===== config.mk =====
export PLATFORM = sky130hd
export DESIGN_NAME = io_control_spi_slave
export DESIGN_NICKNAME = d
export VERILOG_FILES = /design/src/core/io_ctl_spi_pkg.sv /design/src/core/io_control_spi_slave.sv
export SDC_FILE = /design/constraint.sdc
export NUM_CORES = 1
export LEC_CHECK = 0
export ABC_AREA = 0
export BUFFER_PORTS_ARGS = -buffer_cell sky130_fd_sc_hd__buf_2
export CORE_MARGIN = 2
export CORE_UTILIZATION = 50
export DETAILED_ROUTE_END_ITERATION = 6
export GPL_TIMING_DRIVEN = 0
export PLACE_DENSITY = 0.77
export SYNTH_ARGS = -nofsm -noshare
export SYNTH_HDL_FRONTEND = slang
export SYNTH_SLANG_ARGS = --single-unit

===== constraint.sdc =====
create_clock -name clk_sys -period 2.2 [get_ports clk_sys]
set_clock_uncertainty 0.2 [all_clocks]
set_input_delay 0.44 -clock clk_sys [delete_from_list [all_inputs] [get_ports clk_sys]]
set_output_delay 0.44 -clock clk_sys [all_outputs]
set_load 0.02 [all_outputs]

===== src/core/io_ctl_spi_pkg.sv =====
// Overview of operation
// - mode 3 slave: idle-high clock, sample on rising edge, low-active select.
// - access is accepted whatever the network state machine is doing.
// - datagram, command set and timing match the process data port.
// - byte address is register number shifted left four, plus byte index.
// - two- and three-byte address phases both accepted; two bytes reach only addresses below 2000h.
// - strap low: own pins; strap high: process data bus lines, own select.
// - shared mode routes to process data pins and ignores the dedicated clock and data pins.
// - interrupt request output toward the controller with configurable sources.
// - bytes may follow back to back with no idle gap.
// - command 000 nop, 010 read, 011 read+wait, 100 write, 110 extension.
// - read returns data from address, incrementing; master sends 00, last FF.
// - write stores each byte and increments; no wait state needed.
package io_ctl_spi_pkg;

    // ***************************************************************
    // timing
    // ***************************************************************
    localparam int unsigned CLK_PERIOD_NS = 50;
    localparam int unsigned SCK_MAX_MHZ   = 30;
    localparam int unsigned READ_GAP_NS   = 240;
    localparam int unsigned READ_GAP_CYC  = (READ_GAP_NS + CLK_PERIOD_NS - 1) / CLK_PERIOD_NS;

    // ***************************************************************
    // address and command layout
    // ***************************************************************
    localparam int unsigned ADDR_W        = 16;
    localparam int unsigned REG_SHIFT     = 4;
    localparam logic [15:0] ADDR_RST      = 16'h0000;
    localparam logic [2:0]  CMD_NOP       = 3'h0;
    localparam logic [2:0]  CMD_READ      = 3'h2;
    localparam logic [2:0]  CMD_READ_WAIT = 3'h3;
    localparam logic [2:0]  CMD_WRITE     = 3'h4;
    localparam logic [2:0]  CMD_EXT       = 3'h6;
    localparam logic [7:0]  LAST_BYTE     = 8'hFF;
    localparam logic [7:0]  BYTE_RST      = 8'h00;
    localparam logic [2:0]  BIT_LAST      = 3'h7;
    // pin synchroniser reset: select and both clock pins at their idle-high level
    localparam logic [5:0]  SYNC_RST      = 6'h0B;

    // ***************************************************************
    // protocol states, gray-coded in declaration order
    // ***************************************************************
    typedef enum logic [2:0] {
        ST_ADDR0 = 3'h0,
        ST_ADDR1 = 3'h1,
        ST_ADDR2 = 3'h3,
        ST_WAIT  = 3'h2,
        ST_READ  = 3'h6,
        ST_WRITE = 3'h7,
        ST_DONE  = 3'h5
    } state_e;

endpackage : io_ctl_spi_pkg


===== src/core/io_control_spi_slave.sv =====
`timescale 1ns/100ps
module io_control_spi_slave #(
    parameter int unsigned IRQ_W = 8
) (
    input  wire logic             clk_sys,
    input  wire logic             rst_b,
    input  wire logic             clkEn,
    input  wire logic             sharedBusStrap,
    input  wire logic             ioCtlChipSelect_n,
    input  wire logic             ioCtlSerialClock,
    input  wire logic             ioCtlSerialIn,
    output logic                  ioCtlSerialOut,
    output logic                  ioCtlSerialOutEn,
    input  wire logic             pdSerialClock,
    input  wire logic             pdSerialIn,
    output logic                  pdSerialOut,
    output logic                  pdSerialOutEn,
    output logic [15:0]           regAddr,
    output logic [11:0]           regNum,
    output logic [3:0]            regByteIdx,
    output logic                  regRdStb,
    input  wire logic [7:0]       regRdData,
    output logic                  regWrStb,
    output logic [7:0]            regWrData,
    input  wire logic [IRQ_W-1:0] irqSources,
    input  wire logic [IRQ_W-1:0] irqEnable,
    output logic                  ioBlockIrq
);

    // ***************************************************************
    // pin synchronisers
    // ***************************************************************
    // both pin sets are synchronised so the strap can pick either cleanly
    logic [5:0] syncA_r;
    logic [5:0] syncB_r;
    logic       sckPrev_r;
    logic       csnS;
    logic       sckS;
    logic       mosiS;
    logic       strapS;
    logic       sckRise;
    logic       sckFall;

    // idle-high reset of the clock bits keeps a false edge from following reset
    always_ff @(posedge clk_sys or negedge rst_b) begin
        if (!rst_b) begin
            syncA_r   <= io_ctl_spi_pkg::SYNC_RST;
            syncB_r   <= io_ctl_spi_pkg::SYNC_RST;
            sckPrev_r <= 1'b1;
        end else if (clkEn) begin
            syncA_r   <= {sharedBusStrap, pdSerialIn, pdSerialClock,
                          ioCtlSerialIn, ioCtlSerialClock, ioCtlChipSelect_n};
            syncB_r   <= syncA_r;
            sckPrev_r <= sckS;
        end
    end

    assign csnS    = syncB_r[0];
    assign strapS  = syncB_r[5];
    assign sckS    = strapS ? syncB_r[3] : syncB_r[1];
    assign mosiS   = strapS ? syncB_r[4] : syncB_r[2];
    assign sckRise = sckS & ~sckPrev_r;
    assign sckFall = ~sckS & sckPrev_r;

    // ***************************************************************
    // protocol engine
    // ***************************************************************
    // no network state input: access never depends on it
    io_ctl_spi_pkg::state_e state_r, state_nxt;
    logic [2:0]  bitCnt_r, bitCnt_nxt;
    logic [6:0]  rxSh_r, rxSh_nxt;
    logic [7:0]  txSh_r, txSh_nxt;
    logic [7:0]  txNext_r, txNext_nxt;
    logic [15:0] addr_r, addr_nxt;
    logic        rdStb_r, rdStb_nxt;
    logic        wrStb_r, wrStb_nxt;
    logic [7:0]  wrData_r, wrData_nxt;
    logic        dedEn_r, dedEn_nxt;
    logic        pdEn_r, pdEn_nxt;
    logic        irq_r, irq_nxt;
    logic [7:0]  rxByte;
    logic [7:0]  statusByte;
    logic [IRQ_W-1:0] pending;

    assign rxByte     = {rxSh_r, mosiS};
    assign pending    = irqSources & irqEnable;
    // pending sources are echoed during the address bytes
    assign statusByte = 8'(pending);

    function automatic io_ctl_spi_pkg::state_e dispatch(input logic [2:0] cmd);
        case (cmd)
            io_ctl_spi_pkg::CMD_READ:      dispatch = io_ctl_spi_pkg::ST_READ;
            io_ctl_spi_pkg::CMD_READ_WAIT: dispatch = io_ctl_spi_pkg::ST_WAIT;
            io_ctl_spi_pkg::CMD_WRITE:     dispatch = io_ctl_spi_pkg::ST_WRITE;
            io_ctl_spi_pkg::CMD_EXT:       dispatch = io_ctl_spi_pkg::ST_ADDR2;
            default:                       dispatch = io_ctl_spi_pkg::ST_DONE;
        endcase
    endfunction : dispatch

    always_comb begin
        state_nxt  = state_r;
        bitCnt_nxt = bitCnt_r;
        rxSh_nxt   = rxSh_r;
        txSh_nxt   = txSh_r;
        txNext_nxt = txNext_r;
        addr_nxt   = addr_r;
        rdStb_nxt  = 1'b0;
        wrStb_nxt  = 1'b0;
        wrData_nxt = wrData_r;
        irq_nxt    = |pending;
        dedEn_nxt  = ~csnS & ~strapS;
        pdEn_nxt   = ~csnS & strapS;
        if (rdStb_r) begin
            txNext_nxt = regRdData;
        end
        if (rdStb_r || wrStb_r) begin
            addr_nxt = addr_r + 16'h0001;
        end
        if (csnS) begin
            state_nxt  = io_ctl_spi_pkg::ST_ADDR0;
            bitCnt_nxt = 3'h0;
            txNext_nxt = statusByte;
        end else begin
            if (sckFall) begin
                // next byte is loaded at the boundary, so no idle gap is needed
                txSh_nxt = (bitCnt_r == 3'h0) ? txNext_r : {txSh_r[6:0], 1'b0};
            end
            if (sckRise) begin
                rxSh_nxt   = rxByte[6:0];
                bitCnt_nxt = bitCnt_r + 3'h1;
                if (bitCnt_r == io_ctl_spi_pkg::BIT_LAST) begin
                    case (state_r)
                        io_ctl_spi_pkg::ST_ADDR0: begin
                            addr_nxt   = {3'h0, rxByte, 5'h00};
                            txNext_nxt = statusByte;
                            state_nxt  = io_ctl_spi_pkg::ST_ADDR1;
                        end
                        io_ctl_spi_pkg::ST_ADDR1: begin
                            addr_nxt   = {addr_r[15:5], rxByte[7:3]};
                            txNext_nxt = statusByte;
                            state_nxt  = dispatch(rxByte[2:0]);
                            rdStb_nxt  = (rxByte[2:0] == io_ctl_spi_pkg::CMD_READ);
                        end
                        io_ctl_spi_pkg::ST_ADDR2: begin
                            // each repeated extension byte reloads address bits 15:13 from its top three bits
                            addr_nxt   = {rxByte[7:5], addr_r[12:0]};
                            txNext_nxt = statusByte;
                            state_nxt  = dispatch(rxByte[4:2]);
                            rdStb_nxt  = (rxByte[4:2] == io_ctl_spi_pkg::CMD_READ);
                        end
                        io_ctl_spi_pkg::ST_WAIT: begin
                            rdStb_nxt = 1'b1;
                            state_nxt = io_ctl_spi_pkg::ST_READ;
                        end
                        io_ctl_spi_pkg::ST_READ: begin
                            // the final marker byte skips a fetch nobody will read
                            rdStb_nxt = (rxByte != io_ctl_spi_pkg::LAST_BYTE);
                        end
                        io_ctl_spi_pkg::ST_WRITE: begin
                            wrStb_nxt  = 1'b1;
                            wrData_nxt = rxByte;
                        end
                        default: begin
                            state_nxt = io_ctl_spi_pkg::ST_DONE;
                        end
                    endcase
                end
            end
        end
    end

    always_ff @(posedge clk_sys or negedge rst_b) begin
        if (!rst_b) begin
            state_r  <= io_ctl_spi_pkg::ST_ADDR0;
            bitCnt_r <= 3'h0;
            rxSh_r   <= 7'h00;
            txSh_r   <= io_ctl_spi_pkg::BYTE_RST;
            txNext_r <= io_ctl_spi_pkg::BYTE_RST;
            addr_r   <= io_ctl_spi_pkg::ADDR_RST;
            rdStb_r  <= 1'b0;
            wrStb_r  <= 1'b0;
            wrData_r <= io_ctl_spi_pkg::BYTE_RST;
            dedEn_r  <= 1'b0;
            pdEn_r   <= 1'b0;
            irq_r    <= 1'b0;
        end else if (clkEn) begin
            state_r  <= state_nxt;
            bitCnt_r <= bitCnt_nxt;
            rxSh_r   <= rxSh_nxt;
            txSh_r   <= txSh_nxt;
            txNext_r <= txNext_nxt;
            addr_r   <= addr_nxt;
            rdStb_r  <= rdStb_nxt;
            wrStb_r  <= wrStb_nxt;
            wrData_r <= wrData_nxt;
            dedEn_r  <= dedEn_nxt;
            pdEn_r   <= pdEn_nxt;
            irq_r    <= irq_nxt;
        end
    end

    assign ioCtlSerialOut   = txSh_r[7];
    assign ioCtlSerialOutEn = dedEn_r;
    assign pdSerialOut      = txSh_r[7];
    assign pdSerialOutEn    = pdEn_r;
    assign regAddr          = addr_r;
    assign regNum           = addr_r[15:io_ctl_spi_pkg::REG_SHIFT];
    assign regByteIdx       = addr_r[io_ctl_spi_pkg::REG_SHIFT-1:0];
    assign regRdStb         = rdStb_r;
    assign regWrStb         = wrStb_r;
    assign regWrData        = wrData_r;
    assign ioBlockIrq       = irq_r;
endmodule : io_control_spi_slave


==> results.cfg <==
[die]
rows = 32
die_area_sq_mm = 0.00866
fp.dieH_um = 93.0
die_w_um = 93.0
io_pins = 80
core_sq_mm = 0.00769
initial_utilization_pct = 51.6

[synth]
ys_seq_area_share_pct = 45.0
syn_area_sq_mm = 0.00396
synth-warning-count = 0
ys.flop_type = dfrtp_1
synth_seq_cells = 71
yosysTopAreaCell = dfrtp_1
syn_inst = 381
synth-async-reset-ratio_pct = 100
yosys.cell_types.count = 70
synth-edff-count = 0
postSynthAreaPerCell_sq_um = 10.4
netlist_top_cells_count = dfrtp_1, mux2_2, o21ai_0
synth.area.top_cells = dfrtp_1, mux2_2, dfstp_2
yosysMostFrequentCell = dfrtp_1
netlist.area_leader.share_pct = 40.4
syn-num-nets = 418

[job]
maxCapViolCount = 0

[critical_path]
crit_fanout = 5
startpoint_type = flip-flop
r2r_cells = 7
worstSetupPathType = flip-flop to flip-flop
cp-end-kind = flip-flop
critical_path_required_ns = 2.27
critPathArrivalTime_ns = 2.33

[placed_design]
gp_congestion = 0.922
port_buffers = 78
pre_cts_ws_ns = -0.331
dp.final_hpwl_mm = 6.57

[drt]
first_pass_iters = 5
finalWirelength_mm = 9.65
avgViaCountPerCell = 5.87
wl_met2_mm = 4.63
route.vias.total = 3473
drc = 0
dr_wl_met3_um = 680
drt_iter0_drc = 299
postRouteAntennaNets = 0
drt-met1-wl_mm = 4.17
wl_per_cell_um = 16.3
highest_layer = met4

[pwr]
p_per_area_mw_per_mm2 = 763
power.total_mw = 3.79
p_leak_nw = 2.19
peakVddDrop_mv = 0.467

[final_layout]
drive_gt1_share_pct = 39.8
diodes = 0
area_growth_pct = 25.4
nets = 522
finish.utilization_pct = 64.7
fill_cells = 627

[global_routing]
grt_pass1_vias = 3460
grt_max_degree = 72
antenna_found_initial = 0
grt_usage_pct = 23.2
grt-ovfl-total = 0
grt_pass1_wl_mm = 16.1

[clock_tree]
clkTransAtPathRegs_ns = 0.08
cts_tree = built
cts_buffer_depth = 2
cts_sinks = 71
clk_latency_ns = 0.34
numCtsBuffers = 9
clock-root-buffer = clkbuf_8
cts_max_level = 3
postCtsHoldBufs = 0

[sta]
fmax_mhz = 441
rsz0062_at_grt = yes
finalMaxSlewViolations = 0
finalSetupViolations = 18
slew_headroom_pct = 42.3
period_minus_slack_ns = 2.27
fin_ws_ns = -0.0689
finalHoldViolCount = 0
holdWs_ns = 0.00921
tightest_slew_ns = 0.865
fin_setup_tns_ns = -0.653
fin_crit_sh_pct = 103

[status]
violations = setup timing
status = complete, but fails checks

[hold_path]
hold_class = input port to asynchronous set/reset pin
[routing by layer]
metal	vias to the layer above	global-route usage, %
met5	-	0
met2	158	38.6
met1	1653	30.6
li1	1644	-
met4	0	8.82
met3	18	3.71
[path summary, 6_finish.rpt]
kind / start / slack (ns) / endpoint
max in group asynchronous: rst_b / 1.23 / ioBlockIrq
min in group clk_sys: sharedBusStrap / 0.13 / syncA_r[5]
worst max-delay path: bitCnt_r[1] / -0.07 / regAddr[2]
worst min-delay path: rst_b / 0.009 / regAddr[11]
worst min register to register: txSh_r[4] / 0.29 / txSh_r[4]
worst max register to register: bitCnt_r[1] / -0.07 / regAddr[2]
[cells by family after synthesis]
group | share of synthesized area [%]
xor gates and xnor gates | 0.442
and+or+nand+nor | 14.7
adders and majority gates | 1.26
muxes | 9.72
buffers and inverters | 7.73
AOI/OAI and AO/OA | 21.1
DFF | 45.0
[per-stage QoR]
stage	instances	cell area [sq um]
finish	592	4970
global route	592	4970
CTS	589	4880
detailed placement	561	4480
global placement	561	4480
floorplan	381	3960
[placed cells by master, fill, tap and decap left out, types with 6 or more instances in the layout]
master     instances
nor4_1             8
nand3_1            6
clkbuf_8           9
inv_1             18
a2bb2oi_1          8
a32oi_1            7
buf_2             82
nor3_1            10
and2_0             8
mux2_2            18
nand2_1           18
nor2_1            16
dfstp_2            7
buf_6              7
o22ai_1           15
nand4_1            7
dfrtp_1           64
o2bb2ai_1          8
mux2i_1            9
o21ai_0           20
a21oi_1           14
buf_4             28
nand2b_1           7
[state kept, by name, indices dropped and copies added, names as in the netlist]
register          count
txSh_r                8
regRdStb              1
ioBlockIrq            1
regWrData             8
pdSerialOutEn         1
syncB_r               6
ioCtlSerialOutEn      1
regAddr              16
bitCnt_r              3
state_r               3
rxSh_r                7
regWrStb              1
txNext_r              8
sckPrev_r             1
syncA_r               6
[power breakdown]
part	internal, mW	switching [mW]
combinational	0.479	0.596
clock	0.408	0.499
sequential	1.56	0.256
[critical path, stage by stage, from the launching register on]
cell	delay (ns)
dfrtp_1	0.37
ha_2	0.20
ha_4	0.12
or3b_4	0.41
bufbuf_16	0.29
nor4_4	0.27
a22oi_1	0.16
o22ai_1	0.16
[area by class of cell]
type	count	area (sq um)	area share, %
sequential	71	1790	35.9
inverter	19	71.3	1.43
buffer	37	239	4.81
clock inverter	7	47.5	0.956
timing repair buffer	94	573	11.5
tap	102	128	2.57
multi-input combinational	253	2000	40.3
clock buffer	9	124	2.49
[what timing repair did]
item	CTS	global route
gates resized for setup	16	20
cloned	1	0
endpoints found under the setup margin	31	39
hold endpoints to repair	0	0
pin swaps	5	9
setup buffers	12	3
Note: power is estimated with default switching activity, not from simulation.
